===== src/include/sdl_pkg.sv =====
package sdl_pkg;

  // ---------------------------------------------------------------
  // serial word layout
  // ---------------------------------------------------------------
  localparam logic [4:0] WORD_LAST_BIT  = 5'h0F;   // count value at the sixteenth captured bit
  localparam int unsigned SPEED_POS     = 14;
  localparam int unsigned PWRDN_POS     = 13;
  localparam int unsigned CODE_MSB      = 11;
  localparam int unsigned CODE_LSB      = 4;

  // ---------------------------------------------------------------
  // link timing
  // ---------------------------------------------------------------
  localparam int unsigned REF_CLK_NS        = 25;   // ref_clk period
  localparam int unsigned SHIFT_CLK_MAX_MHZ = 20;   // fastest shift clock the host may use
  localparam int unsigned SYNC_STAGES       = 2;    // flops before any logic reads a pin

  // ---------------------------------------------------------------
  // apb register map
  // ---------------------------------------------------------------
  localparam int unsigned APB_AW        = 12;
  localparam logic [11:0] LATCH_OFS     = 12'h000;  // latched code, speed, power-down
  localparam logic [11:0] CTRL_OFS      = 12'h004;  // port enable, forced power-down
  localparam logic [11:0] STATUS_OFS    = 12'h008;  // phase, bit count, word counters
  localparam logic [11:0] SHIFT_OFS     = 12'h00C;  // live shift register

  localparam int unsigned CTRL_PORT_EN_POS  = 0;
  localparam int unsigned CTRL_FORCE_PD_POS = 1;
  localparam logic [1:0]  CTRL_RESET        = 2'h1; // port enabled, no forced power-down

  localparam logic [15:0] SHIFT_RESET   = 16'h0000;
  localparam logic [7:0]  CODE_RESET    = 8'h00;
  localparam logic [31:0] RDATA_ZERO    = 32'h0000_0000;

  // ---------------------------------------------------------------
  // types
  // ---------------------------------------------------------------
  typedef enum logic [1:0] {
    PH_IDLE  = 2'b00,   // waiting for frame_sync to fall
    PH_SHIFT = 2'b01,   // capturing bits
    PH_FULL  = 2'b10    // sixteen bits held, waiting for the next rising shift clock
  } sdl_phase_e;

  // serial pins as one bundle
  typedef struct packed {
    logic devSelN;
    logic frameSync;
    logic shiftClk;
    logic serialData;
  } sdl_pins_s;

  // apb request from the master
  typedef struct packed {
    logic              psel;
    logic              penable;
    logic              pwrite;
    logic [APB_AW-1:0] paddr;
    logic [31:0]       pwdata;
  } sdl_apb_req_s;

  // latched values for the analog section
  typedef struct packed {
    logic [7:0] dacCode;
    logic       speedSelect;
    logic       powerDownBit;
    logic       ampEnable;
  } sdl_latch_s;

endpackage : sdl_pkg


===== src/sdl_pin_sync.sv =====
`timescale 1ns/1ps
`default_nettype none

module sdl_pin_sync (
  input  wire logic              ref_clk,
  input  wire logic              rst,
  input  wire sdl_pkg::sdl_pins_s pinsIn,
  output var  sdl_pkg::sdl_pins_s pinsNow,
  output var  sdl_pkg::sdl_pins_s pinsPrev
);

  // ---------------------------------------------------------------
  // state
  // ---------------------------------------------------------------
  typedef struct packed {
    sdl_pkg::sdl_pins_s meta;   // first stage, read only by the second
    sdl_pkg::sdl_pins_s now;
    sdl_pkg::sdl_pins_s prev;   // one sample older, for edge finding
  } sdl_sync_s;

  localparam sdl_pkg::sdl_pins_s PINS_IDLE = 4'hE; // deselected, sync high, clock high

  sdl_sync_s s_r;
  sdl_sync_s s_nxt;

  // shift the samples along
  always_comb begin
    s_nxt      = s_r;
    s_nxt.meta = pinsIn;
    s_nxt.now  = s_r.meta;
    s_nxt.prev = s_r.now;
  end

  // register with synchronous reset to idle pin levels
  always_ff @(posedge ref_clk) begin
    if (rst) begin
      s_r <= {PINS_IDLE, PINS_IDLE, PINS_IDLE};
    end else begin
      s_r <= s_nxt;
    end
  end

  assign pinsNow  = s_r.now;
  assign pinsPrev = s_r.prev;

endmodule : sdl_pin_sync

`default_nettype wire


===== src/sdl_word_loader.sv =====
// Overview of operation
// - power-up clears shift register and dac latch to all zeros.
// - serial input accepted only while active-low device select is low.
// - frame_sync falling starts a word; bits taken on falling shift clock, msb first.
// - after sixteen bits or early frame_sync rise, shift register moves to latch.
// - full word latches on sixteenth rising shift clock edge, no host action.
// - bits 15..12 control, 11..0 value; 15 and 12 ignored; 11..4 code.
// - bit 14 picks speed: one fast, zero slow.
// - bit 13 picks power: one power-down, zero normal.
// - latched power-down disables all amplifiers until a cleared word latches.
//
// Decided for this implementation: the register addresses and the APB interface to the registers.
`timescale 1ns/1ps
`default_nettype none

module sdl_word_loader (
  input  wire logic              ref_clk,
  input  wire logic              rst,
  // serial pins
  input  wire logic              devSelN,
  input  wire logic              frameSync,
  input  wire logic              shiftClk,
  input  wire logic              serialData,
  // apb slave
  input  wire logic              psel,
  input  wire logic              penable,
  input  wire logic              pwrite,
  input  wire logic [11:0]       paddr,
  input  wire logic [31:0]       pwdata,
  output var  logic              pready,
  output var  logic [31:0]       prdata,
  output var  logic              pslverr,
  // analog section
  output var  logic [7:0]        dacCode,
  output var  logic              speedSelect,
  output var  logic              powerDownBit,
  output var  logic              ampEnable,
  output var  logic              latchPulse
);

  // ---------------------------------------------------------------
  // state
  // ---------------------------------------------------------------
  typedef struct packed {
    sdl_pkg::sdl_phase_e phase;
    logic [15:0]         shiftReg;
    logic [4:0]          bitCount;
    sdl_pkg::sdl_latch_s latch;
    logic                latchPulse;
    logic                portEnable;
    logic                forcePd;
    logic [7:0]          wordCount;
    logic [7:0]          abortCount;
    logic                pready;
    logic                pslverr;
    logic [31:0]         prdata;
  } sdl_core_s;

  sdl_core_s          s_r;
  sdl_core_s          s_nxt;
  sdl_pkg::sdl_pins_s pinsIn;
  sdl_pkg::sdl_pins_s pinsNow;
  sdl_pkg::sdl_pins_s pinsPrev;
  sdl_pkg::sdl_apb_req_s apbReq;

  // ---------------------------------------------------------------
  // helpers
  // ---------------------------------------------------------------
  // exact word address match, low two bits must be zero
  function automatic logic addrHit(input logic [11:0] addr, input logic [11:0] ofs);
    addrHit = (addr == ofs);
  endfunction : addrHit

  // a fresh latch image from a shifted word; bits 15 and 12 and 3..0 are dropped
  function automatic sdl_pkg::sdl_latch_s decodeWord(input logic [15:0] word, input logic forcePd);
    sdl_pkg::sdl_latch_s l;
    l.dacCode      = word[sdl_pkg::CODE_MSB:sdl_pkg::CODE_LSB];
    l.speedSelect  = word[sdl_pkg::SPEED_POS];
    l.powerDownBit = word[sdl_pkg::PWRDN_POS];
    l.ampEnable    = ~(word[sdl_pkg::PWRDN_POS] | forcePd);
    decodeWord = l;
  endfunction : decodeWord

  // ---------------------------------------------------------------
  // pin synchronisers
  // ---------------------------------------------------------------
  assign pinsIn = '{devSelN: devSelN, frameSync: frameSync, shiftClk: shiftClk, serialData: serialData};

  sdl_pin_sync u_sync (
    .ref_clk  (ref_clk),
    .rst      (rst),
    .pinsIn   (pinsIn),
    .pinsNow  (pinsNow),
    .pinsPrev (pinsPrev)
  );

  assign apbReq = '{psel: psel, penable: penable, pwrite: pwrite, paddr: paddr, pwdata: pwdata};

  // ---------------------------------------------------------------
  // next state
  // ---------------------------------------------------------------
  logic selected;
  logic fsFall;
  logic fsRise;
  logic clkFall;
  logic clkRise;
  logic doLatch;

  // edges on the synchronised pins
  always_comb begin
    selected = ~pinsNow.devSelN & s_r.portEnable;
    fsFall   = pinsPrev.frameSync & ~pinsNow.frameSync;
    fsRise   = ~pinsPrev.frameSync & pinsNow.frameSync;
    clkFall  = pinsPrev.shiftClk & ~pinsNow.shiftClk;
    clkRise  = ~pinsPrev.shiftClk & pinsNow.shiftClk;
  end

  always_comb begin
    s_nxt            = s_r;
    s_nxt.latchPulse = 1'b0;
    s_nxt.pready     = 1'b0;
    s_nxt.pslverr    = 1'b0;
    doLatch          = 1'b0;

    // serial word framing
    case (s_r.phase)
      sdl_pkg::PH_IDLE: begin
        if (selected && fsFall) begin
          s_nxt.phase    = sdl_pkg::PH_SHIFT;
          s_nxt.bitCount = 5'h00;
        end
      end
      sdl_pkg::PH_SHIFT: begin
        if (!selected) begin
          s_nxt.phase      = sdl_pkg::PH_IDLE;
          s_nxt.abortCount = s_r.abortCount + 8'h01;
        end else if (fsRise) begin
          doLatch      = 1'b1;
          s_nxt.phase  = sdl_pkg::PH_IDLE;
        end else if (fsFall) begin
          s_nxt.bitCount = 5'h00;                                      // restart the word
        end else if (clkFall) begin
          s_nxt.shiftReg = {s_r.shiftReg[14:0], pinsPrev.serialData};  // msb first
          s_nxt.bitCount = s_r.bitCount + 5'h01;
          if (s_r.bitCount == sdl_pkg::WORD_LAST_BIT) begin
            s_nxt.phase = sdl_pkg::PH_FULL;
          end
        end
      end
      sdl_pkg::PH_FULL: begin
        if (!selected) begin
          s_nxt.phase      = sdl_pkg::PH_IDLE;
          s_nxt.abortCount = s_r.abortCount + 8'h01;
        end else if (clkRise || fsRise) begin
          doLatch     = 1'b1;
          s_nxt.phase = sdl_pkg::PH_IDLE;
        end
      end
      default: begin
        s_nxt.phase = sdl_pkg::PH_IDLE;
      end
    endcase

    // latch update drives the analog section
    if (doLatch) begin
      s_nxt.latch      = decodeWord(s_r.shiftReg, s_r.forcePd);
      s_nxt.latchPulse = 1'b1;
      s_nxt.wordCount  = s_r.wordCount + 8'h01;
    end

    // apb access phase: answer one cycle after penable rises
    if (apbReq.psel && apbReq.penable && !s_r.pready) begin
      s_nxt.pready = 1'b1;
      s_nxt.prdata = sdl_pkg::RDATA_ZERO;
      if (addrHit(apbReq.paddr, sdl_pkg::LATCH_OFS)) begin
        s_nxt.prdata[7:0] = s_r.latch.dacCode;
        s_nxt.prdata[8]   = s_r.latch.speedSelect;
        s_nxt.prdata[9]   = s_r.latch.powerDownBit;
        s_nxt.prdata[10]  = s_r.latch.ampEnable;
      end else if (addrHit(apbReq.paddr, sdl_pkg::CTRL_OFS)) begin
        s_nxt.prdata[sdl_pkg::CTRL_PORT_EN_POS]  = s_r.portEnable;
        s_nxt.prdata[sdl_pkg::CTRL_FORCE_PD_POS] = s_r.forcePd;
      end else if (addrHit(apbReq.paddr, sdl_pkg::STATUS_OFS)) begin
        s_nxt.prdata[1:0]   = s_r.phase;
        s_nxt.prdata[6:2]   = s_r.bitCount;
        s_nxt.prdata[15:8]  = s_r.wordCount;
        s_nxt.prdata[23:16] = s_r.abortCount;
        s_nxt.prdata[24]    = selected;
      end else if (addrHit(apbReq.paddr, sdl_pkg::SHIFT_OFS)) begin
        s_nxt.prdata[15:0] = s_r.shiftReg;
      end else begin
        s_nxt.pslverr = 1'b1;                                          // unmapped word
      end
    end

    // write takes effect on the edge that samples pready high
    if (apbReq.psel && apbReq.penable && s_r.pready && apbReq.pwrite
        && addrHit(apbReq.paddr, sdl_pkg::CTRL_OFS)) begin
      s_nxt.portEnable = apbReq.pwdata[sdl_pkg::CTRL_PORT_EN_POS];
      s_nxt.forcePd    = apbReq.pwdata[sdl_pkg::CTRL_FORCE_PD_POS];
    end

    // amplifiers follow latched power-down and the forced override
    s_nxt.latch.ampEnable = ~(s_nxt.latch.powerDownBit | s_nxt.forcePd);
  end

  // ---------------------------------------------------------------
  // state register
  // ---------------------------------------------------------------
  always_ff @(posedge ref_clk) begin
    if (rst) begin
      s_r.phase              <= sdl_pkg::PH_IDLE;
      s_r.shiftReg           <= sdl_pkg::SHIFT_RESET;
      s_r.bitCount           <= 5'h00;
      s_r.latch.dacCode      <= sdl_pkg::CODE_RESET;
      s_r.latch.speedSelect  <= 1'b0;
      s_r.latch.powerDownBit <= 1'b0;
      s_r.latch.ampEnable    <= 1'b1;
      s_r.latchPulse         <= 1'b0;
      s_r.portEnable         <= sdl_pkg::CTRL_RESET[sdl_pkg::CTRL_PORT_EN_POS];
      s_r.forcePd            <= sdl_pkg::CTRL_RESET[sdl_pkg::CTRL_FORCE_PD_POS];
      s_r.wordCount          <= 8'h00;
      s_r.abortCount         <= 8'h00;
      s_r.pready             <= 1'b0;
      s_r.pslverr            <= 1'b0;
      s_r.prdata             <= sdl_pkg::RDATA_ZERO;
    end else begin
      s_r <= s_nxt;
    end
  end

  // ---------------------------------------------------------------
  // outputs, straight from flops
  // ---------------------------------------------------------------
  assign pready       = s_r.pready;
  assign prdata       = s_r.prdata;
  assign pslverr      = s_r.pslverr;
  assign dacCode      = s_r.latch.dacCode;
  assign speedSelect  = s_r.latch.speedSelect;
  assign powerDownBit = s_r.latch.powerDownBit;
  assign ampEnable    = s_r.latch.ampEnable;
  assign latchPulse   = s_r.latchPulse;

endmodule : sdl_word_loader

`default_nettype wire


===== config.mk =====
export PLATFORM = sky130hd
export DESIGN_NAME = sdl_word_loader
export DESIGN_NICKNAME = d
export VERILOG_FILES = /design/src/include/sdl_pkg.sv /design/src/sdl_pin_sync.sv /design/src/sdl_word_loader.sv
export SDC_FILE = /design/constraint.sdc
export NUM_CORES = 1
export LEC_CHECK = 0
export BUFFER_PORTS_ARGS = -buffer_cell sky130_fd_sc_hd__clkbuf_2
export CAP_MARGIN = 20
export CORE_UTILIZATION = 45
export CTS_CLUSTER_DIAMETER = 200
export DETAILED_ROUTE_END_ITERATION = 8
export PLACE_DENSITY = 0.69
export SETUP_SLACK_MARGIN = 0.2
export SYNTH_ARGS = -nofsm -noshare
export SYNTH_HDL_FRONTEND = slang
export SYNTH_HIERARCHICAL = 1
export SYNTH_SLANG_ARGS = --single-unit

===== constraint.sdc =====
create_clock -name ref_clk -period 2.45 [get_ports ref_clk]
set_clock_uncertainty 0.1 [all_clocks]
set_input_delay 0.245 -clock ref_clk [delete_from_list [all_inputs] [get_ports ref_clk]]
set_output_delay 0.245 -clock ref_clk [all_outputs]
set_load 0.05 [all_outputs]

==> results of run 1 <==
report_power, final:
part / switching, W / internal [W] / leakage [nW]
Clock: 0.000539 / 0.000426 / 0.0915
Combinational: 0.000134 / 0.0000780 / 1.00
Sequential: 0.0000127 / 0.00149 / 0.735
Total: 0.000686 / 0.00200 / 1.83
layer usage:
layer  track usage  share of wire  up-vias
met4        0.0586         0.0073        0
met3        0.0369          0.034        4
met2         0.282           0.47       73
li1              -              -     1578
met5             0              0        -
met1         0.242           0.49     1475
worst register-to-register path: stages (launching register included):
cell      delay (ns)
dfxtp_1         0.36
inv_1           0.12
ha_1            0.25
nand3b_1        0.20
or3_1           0.35
a21oi_1         0.26
mux2_2          0.37
final cells by class:
| cell class | instances | area [sq um] | area share |
|---|---|---|---|
| Timing Repair Buffer | 80 | 460 | 0.100 |
| Clock buffer | 11 | 151 | 0.0330 |
| Multi-Input combinational cell | 295 | 1950 | 0.425 |
| Sequential cell | 91 | 1820 | 0.397 |
| Clock inverter | 5 | 37.5 | 0.00818 |
| Inverter | 8 | 30.0 | 0.00655 |
| Tap cell | 108 | 135 | 0.0295 |
registers in the layout, summed over array words and instances (netlist names):
register,count
ampEnable,1
dacCode,8
latchPulse,1
powerDownBit,1
prdata,25
pready,1
pslverr,1
s_r,41
speedSelect,1
u_sync/pinsNow,4
u_sync/pinsPrev,3
u_sync/s_nxt,4
final timing paths:
path                                    from                      endpoint  slack, ns  cells past startpoint
setup reg to reg        s_r[86]$_SDFFE_PP0P_          s_r[68]$_SDFFE_PP0P_       0.36                      6
hold / removal                          psel             pready$_SDFF_PP0_       0.09                      2
setup / recovery        s_r[86]$_SDFFE_PP0P_          s_r[68]$_SDFFE_PP0P_       0.36                      6
hold reg to reg   u_sync/s_nxt[7]$_SDFF_PP1_  u_sync/pinsNow[3]$_SDFF_PP1_       0.31                      1
metrics by stage:
stage	total power, W	cells	setup slack [ns]	util
finish	0.00268	598	0.360	0.516
global route	0.00279	598	0.268	0.516
CTS	0.00271	598	0.367	0.516
detailed placement	0.00175	577	0.371	0.489
global placement	0.00174	577	0.437	0.489
floorplan	0.00170	461	0.275	-
==> impl_metrics.yaml, run 1 <==
timing:
  worst_pin_slew_ns: 0.953
  hold-worst-slack_ns: 0.0924
  fin_crit_ns: 2.09
  fin_crit_sh: 0.853
  rsz0062_at_grt: "no"
  setup_violations: 0
  relSlewSlack: 0.363
  fin_setup_tns_ns: 0
  fmax_ghz: 0.478
  slew_violations: 0
  finalHoldViolations: 0
place:
  dp_hpwl_mm: 6.18
  portBuffers: 61
  place_area_sq_mm: 0.00435
  gp_congestion: 0.779
layout:
  finish.instance_area_sq_mm: 0.00459
  layout_commonest_cell: "dfxtp_1"
  fillCellCount: 798
  diodes: 0
  nets: 548
  area_growth_pct: 9.17
  final_layout_size_suffix_gt1_frac: 0.208
  mostFrequentLayoutCells: "dfxtp_1, clkbuf_2, nand2_1"
status:
  outcome: "finished, final reports clean"
die:
  placement_rows: 34
  start_util: 0.473
  io_pins: 99
  die-height_microns: 98.6
  core-area_sq_mm: 0.00889
  die-area_sq_mm: 0.00973
  die_x_microns: 98.6
critical_path:
  critPathRequiredTime_ns: 2.60
  crit_slowest_cell: "mux2_2"
  path_cells: "inv_1 -> ha_1 -> nand3b_1 -> or3_1 -> a21oi_1 -> mux2_2"
  cp_num_buf_inv: 1
  critPathCaptureType: "flop"
  worstPathArrival_ns: 2.24
  critPathKind: "flop to flop"
  cpPeakStageDelay_ns: 0.37
  crit_path_max_fanout: 6
  cp-start-kind: "flop"
  path_delay_family: "simple AND/OR/NAND/NOR gates"
global_routing:
  antenna_found_initial: 0
  grt_pass1_vias: 2790
  globalRouteTotalUtil: 0.178
  grt_pass1_wl_mm: 13.6
  grt_overflow: 0
  grt_max_degree: 51
routing:
  num_vias: 3130
  wl_mm: 8.46
  ant_nets: 0
  drt_iter0_markers: 130
  drt_first_pass_iters: 4
  wl_per_cell_microns: 14.1
  drc_errors: 0
  viasPerCell: 5.23
clock_network:
  insertion_delay_ns: 0.35
  hold_buffers: 5
  clock_path_buffers: 2
  clk_pin_slew_worst_paths_ns: 0.09
  postCtsSetupRepairBufs: 0
  cts-root-buf: "clkbuf_8"
  numCtsBuffers: 9
  h-tree-depth: 3
  cts_resized: 0
  cts.sinks: 91
  cts_tree: "built"
power:
  ir_drop_v: 0.000264
  powerDensity_mw_per_mm2: 585
  leakagePower_nw: 1.83
hold_path:
  worstHoldPathType: "primary input to flop"
yosys:
  synthCells: 455
  synth_area_per_cell_sq_um: 9.23
  yosysWarnings: 6
  syn_area_sq_mm: 0.00420
job:
  drv_cap: 0
Power figures use the tool's default switching activity.
==> run 2, diff against run 1 <==
CELL_PAD_IN_SITES_DETAIL_PLACEMENT = 0   (was default)
CELL_PAD_IN_SITES_GLOBAL_PLACEMENT = 2   (was default)
CORE_UTILIZATION = 32   (was 45)
PLACE_DENSITY = default   (was 0.69)
PLACE_DENSITY_LB_ADDON = 0.1   (was default)
==> run 2 against run 1 <==
Combinational power is essentially flat. Via count shrank 1.4%. Critical endpoint is now s_r[49]$_SDFFE_PP0P_. Cell count grew 10%.
==> impl_metrics.yaml, run 2 (synthesis results as in run 1) <==
critical_path:
  critPathCaptureType: "flop"
  cp_num_buf_inv: 1
  path_cells: "inv_1 -> ha_1 -> and3b_1 -> o21ai_1 -> nor4_2 -> mux2_2"
  critPathRequiredTime_ns: 2.59
  cp-start-kind: "flop"
  cpPeakStageDelay_ns: 0.40
  critPathKind: "flop to flop"
  crit_slowest_cell: "dfxtp_1"
  path_delay_family: "simple AND/OR/NAND/NOR gates"
  crit_path_max_fanout: 6
  worstPathArrival_ns: 2.24
timing:
  finalHoldViolations: 0
  setup_violations: 0
  relSlewSlack: 0.338
  rsz0062_at_grt: "no"
  fin_crit_sh: 0.858
  fmax_ghz: 0.476
  fin_crit_ns: 2.10
  worst_pin_slew_ns: 0.991
  slew_violations: 0
  hold-worst-slack_ns: 0.0159
  fin_setup_tns_ns: 0
layout:
  seqCellArea_sq_mm: 0.00182
  layout_commonest_cell: "dfxtp_1"
  largest-register: "s_r"
  area_growth_pct: 13.3
  diodes: 0
  fin_util: 0.374
  multi_input_area_sq_mm: 0.00196
  reg_top3: "s_r: 41 flops, prdata: 25 flops, dacCode: 8 flops"
  fillCellCount: 1362
  final_layout_size_suffix_gt1_frac: 0.207
  fin_cells: 660
  largest_reg_flops: 41
  mostFrequentLayoutCells: "dfxtp_1, clkbuf_2, nand2_1"
  nets: 546
routing:
  num_vias: 3087
  met3_length_microns: 394
  highest_layer: "met4"
  wl_met2_mm: 4.10
  drt_first_pass_iters: 4
  viasPerCell: 4.68
  ant_nets: 0
  wl_per_cell_microns: 14.7
  drt-met1-wl_mm: 5.11
  drc_errors: 0
  wl_mm: 9.73
  drt_iter0_markers: 151
place:
  gp_congestion: 0.706
  portBuffers: 61
  dp_hpwl_mm: 7.11
  placed_cells: 640
status:
  outcome: "finished, final reports clean"
die:
  die-height_microns: 117
  die-area_sq_mm: 0.0136
  io_pins: 99
  core-area_sq_mm: 0.0127
  placement_rows: 41
  start_util: 0.330
  die_x_microns: 117
clock_network:
  clk_pin_slew_worst_paths_ns: 0.06
  h-tree-depth: 3
  cts.sinks: 91
  insertion_delay_ns: 0.34
  postCtsSetupRepairBufs: 0
  numCtsBuffers: 9
  clock_path_buffers: 2
  cts-root-buf: "clkbuf_16"
  cts_tree: "built"
global_routing:
  grt_max_degree: 47
  grt_overflow: 0
  grt_pass1_vias: 2746
  globalRouteTotalUtil: 0.151
  grt_pass1_wl_mm: 15.0
  antenna_found_initial: 0
power:
  powerDensity_mw_per_mm2: 655
  ir_drop_v: 0.000274
  leakagePower_nw: 1.87
hold_path:
  worstHoldPathType: "primary input to flop"
job:
  drv_cap: 0
==> run 2: cell count changes in the layout (fill, tap and decap cells not counted), sizes merged <==
cell | previous run | this run
buf | 14 | 13
bufinv | 0 | 1
dlygate4sd3 | 5 | 4
clkinvlp | 2 | 1
==> run 2: metrics by stage <==
stage	instance area [sq um]	setup WS (ns)	total power (W)
6_report	4760	0.349	0.00312
5_1_grt	4760	0.222	0.00326
4_1_cts	4760	0.278	0.00316
3_5_place_dp	4420	0.304	0.00176
3_3_place_gp	4420	0.336	0.00175
2_1_floorplan	4220	0.275	0.00170
==> run 2: layout make-up <==
cell class                 count  share of cell area
clock buffer                  11              0.0510
clock inverter                 5              0.0110
inverter                       8             0.00631
multi-input combinational    295               0.411
sequential                    91               0.383
tap                          172              0.0452
timing repair buffer          78              0.0930
==> run 2: worst paths after layout <==
| path | start | end | slack (ns) | cells after the start |
|---|---|---|---|---|
| min reg2reg | u_sync/s_nxt[6]$_SDFF_PP1_ | u_sync/pinsNow[2]$_SDFF_PP1_ | 0.30 | 1 |
| max | s_r[86]$_SDFFE_PP0P_ | s_r[49]$_SDFFE_PP0P_ | 0.35 | 6 |
| max reg2reg | s_r[86]$_SDFFE_PP0P_ | s_r[49]$_SDFFE_PP0P_ | 0.35 | 6 |
| min | serialData | u_sync/s_nxt[4]$_SDFF_PP0_ | 0.02 | 2 |
==> run 2: where the power goes <==
group	internal (W)	switching, W	leakage, nW
clock network	0.000814	0.000583	0.145
registers	0.00150	0.0000135	0.735
logic	0.0000781	0.000137	0.992
==> run 2: worst register-to-register path: cells and delay by family, from the launching register on <==
kind	cells	cell delay [ns]
adder cells (fa/ha/maj)	1	0.31
AND/OR/NAND/NOR	2	0.58
multiplexers	1	0.36
buffers and inverters	1	0.10
flip-flops	1	0.40
AO/OA/AOI/OAI	1	0.15
==> run 2: what timing repair did <==
| action | in CTS | in global routing |
|---|---|---|
| hold endpoints to repair | 4 | 0 |
| resized for setup | 0 | 1 |
| hold buffers | 4 | 0 |
| endpoints found under the setup margin | 0 | 1 |
==> run 2: routing by layer <==
metal  up-vias  global-route usage
li1       1588                   -
met1      1430               0.215
met2        59               0.217
met3        10              0.0394
met4         0              0.0532
met5         -                   0
==> run 3, diff against run 2 <==
PLACE_DENSITY = 0.87   (was default)
PLACE_DENSITY_LB_ADDON = default   (was 0.1)
==> run 3 against run 2 <==
Fmax is 0.20% lower. Largest cell class unchanged. Clock-buffer cell count is 1 lower. Critical endpoint is now s_r[67]$_SDFFE_PP0P_. Combinational power is 2% lower. Clock power is 7% higher. Sequential power hardly changed. Largest power group unchanged. Power is 3.4% higher. Setup slack worse by 0.0042 ns. Global-route usage is 1.2 points lower.
==> impl_metrics.yaml, run 3 (synthesis results as in run 1) <==
status:
  outcome: "finished, final reports clean"
global_routing:
  grt_pass1_vias: 2853
  antenna_found_initial: 0
  grt_pass1_wl_mm: 14.2
  grt_max_degree: 34
  grt_overflow: 0
  globalRouteTotalUtil: 0.139
die:
  die-height_microns: 117
  die_x_microns: 117
  core-area_sq_mm: 0.0127
  die-area_sq_mm: 0.0136
  placement_rows: 41
  start_util: 0.330
  io_pins: 99
place:
  portBuffers: 61
  dp_hpwl_mm: 6.73
  placed_cells: 640
  place_area_sq_mm: 0.00443
  gp_congestion: 0.779
clock_network:
  clock_path_buffers: 2
  postCtsSetupRepairBufs: 0
  numCtsBuffers: 9
  cts_resized: 0
  cts.sinks: 91
  clk_pin_slew_worst_paths_ns: 0.07
  cts_tree: "built"
  cts-root-buf: "clkbuf_16"
  insertion_delay_ns: 0.34
  h-tree-depth: 3
power:
  leakagePower_nw: 1.88
  switchingPower_w: 0.000730
  combPwrFrac: 0.066
  internal_power_w: 0.00250
  switching_share: 0.226
  powerDensity_mw_per_mm2: 674
  pwr-share-clk: 0.467
  power_w: 0.00323
  ir_drop_v: 0.000302
  sequentialPowerShare: 0.468
timing:
  setup_violations: 0
  fin_crit_ns: 2.11
  fin_setup_tns_ns: 0
  worst_pin_slew_ns: 0.957
  finalHoldViolations: 0
  rsz0062_at_grt: "no"
  hold-worst-slack_ns: 0.0149
  slew_violations: 0
  fin_crit_sh: 0.859
  relSlewSlack: 0.360
  fmax_ghz: 0.475
critical_path:
  worstPathArrival_ns: 2.29
  ff2ff_path_depth: 6
  rr_startpoint: "u_sync/pinsPrev[2]$_SDFF_PP1_"
  crit_path_max_fanout: 10
  critPathRequiredTime_ns: 2.63
  r2r_setup_slack_ns: 0.34
  critPathKind: "flop to flop"
  critPathCaptureType: "flop"
  cp-start-kind: "flop"
  reg2reg_to: "s_r[67]$_SDFFE_PP0P_"
layout:
  mostFrequentLayoutCells: "dfxtp_1, clkbuf_2, nand2_1"
  finish.instance_area_sq_mm: 0.00479
  fin_cells: 658
  fillCellCount: 1289
  largest_reg_flops: 41
  final_layout_size_suffix_gt1_frac: 0.206
  largest-register: "s_r"
  area_growth_pct: 13.9
  reg_top3: "s_r: 41 flops, prdata: 25 flops, dacCode: 8 flops"
  layout_commonest_cell: "dfxtp_1"
  nets: 545
  diodes: 0
hold_path:
  whs_path_depth: 2
  hold_path.startpoint: "serialData"
  worstHoldEndpoint: "u_sync/s_nxt[4]$_SDFF_PP0_"
  worstHoldPathType: "primary input to flop"
routing:
  wl_per_cell_microns: 13.9
  viasPerCell: 4.76
  drc_errors: 0
  drt_iter0_markers: 242
  wl_mm: 9.16
  num_vias: 3134
  drt_first_pass_iters: 4
  ant_nets: 0
job:
  drv_cap: 0
==> run 3: metrics by stage <==
| stage | util | setup WS, ns |
|---|---|---|
| 2_1_floorplan | - | 0.275 |
| 3_3_place_gp | 0.348 | 0.421 |
| 3_5_place_dp | 0.348 | 0.355 |
| 4_1_cts | 0.376 | 0.338 |
| 5_1_grt | 0.376 | 0.215 |
| 6_report | 0.376 | 0.344 |
==> run 3: what timing repair did <==
item,CTS,global route
hold endpoints to repair,3,0
hold buffers,3,0
endpoints found under the setup margin,0,0
==> run 3: worst max-delay path by stage <==
stage / end / from / slack [ns] / cells past startpoint
final: s_r[67]$_SDFFE_PP0P_ / u_sync/pinsPrev[2]$_SDFF_PP1_ / 0.34 / 6
after global routing: s_r[67]$_SDFFE_PP0P_ / u_sync/pinsPrev[2]$_SDFF_PP1_ / 0.21 / 6
after CTS: s_r[67]$_SDFFE_PP0P_ / u_sync/pinsPrev[2]$_SDFF_PP1_ / 0.34 / 6
after detailed placement: s_r[67]$_SDFFE_PP0P_ / u_sync/pinsPrev[2]$_SDFF_PP1_ / 0.36 / 6
after global placement: s_r[51]$_SDFFE_PP1P_ / paddr[9] / 0.42 / 6
after floorplan: s_r[49]$_SDFFE_PP0P_ / s_r[85]$_SDFFE_PP0P_ / 0.27 / 7
==> run 3: layer usage <==
metal | vias up | routed length (microns) | part of all wire | global-route usage
met2 | 78 | 4110 | 0.45 | 0.219
li1 | 1576 | - | - | -
met4 | 0 | 121 | 0.013 | 0.0481
met3 | 10 | 402 | 0.044 | 0.0348
met1 | 1470 | 4530 | 0.49 | 0.184
met5 | - | 0 | 0 | 0
==> run 3: cell type report <==
class                   count  area [sq um]  area share
clock buffers              10           239      0.0499
clock inverters             5          85.1      0.0178
inverters                   8          30.0     0.00627
multi-input cells         295          1950       0.407
flip-flops and latches     91          1820       0.381
well taps                 172           215      0.0450
repair buffers             77           445      0.0930
==> run 3: worst max-delay path: stages, from the launching register on <==
cell       delay (ns)
dfxtp_1          0.33
inv_1            0.04
ha_1             0.30
nand4bb_1        0.31
nor4b_1          0.60
o2bb2a_1         0.29
o21ai_1          0.06
==> run 3: power groups by stage <==
stage	clock network (W)	logic [W]	registers, W
3_5_place_dp	0	0.000206	0.00154
4_1_cts	0.00154	0.000211	0.00151
5_1_grt	0.00161	0.000232	0.00151
3_3_place_gp	0	0.000203	0.00154
6_report	0.00150	0.000211	0.00151
2_1_floorplan	0	0.000156	0.00154
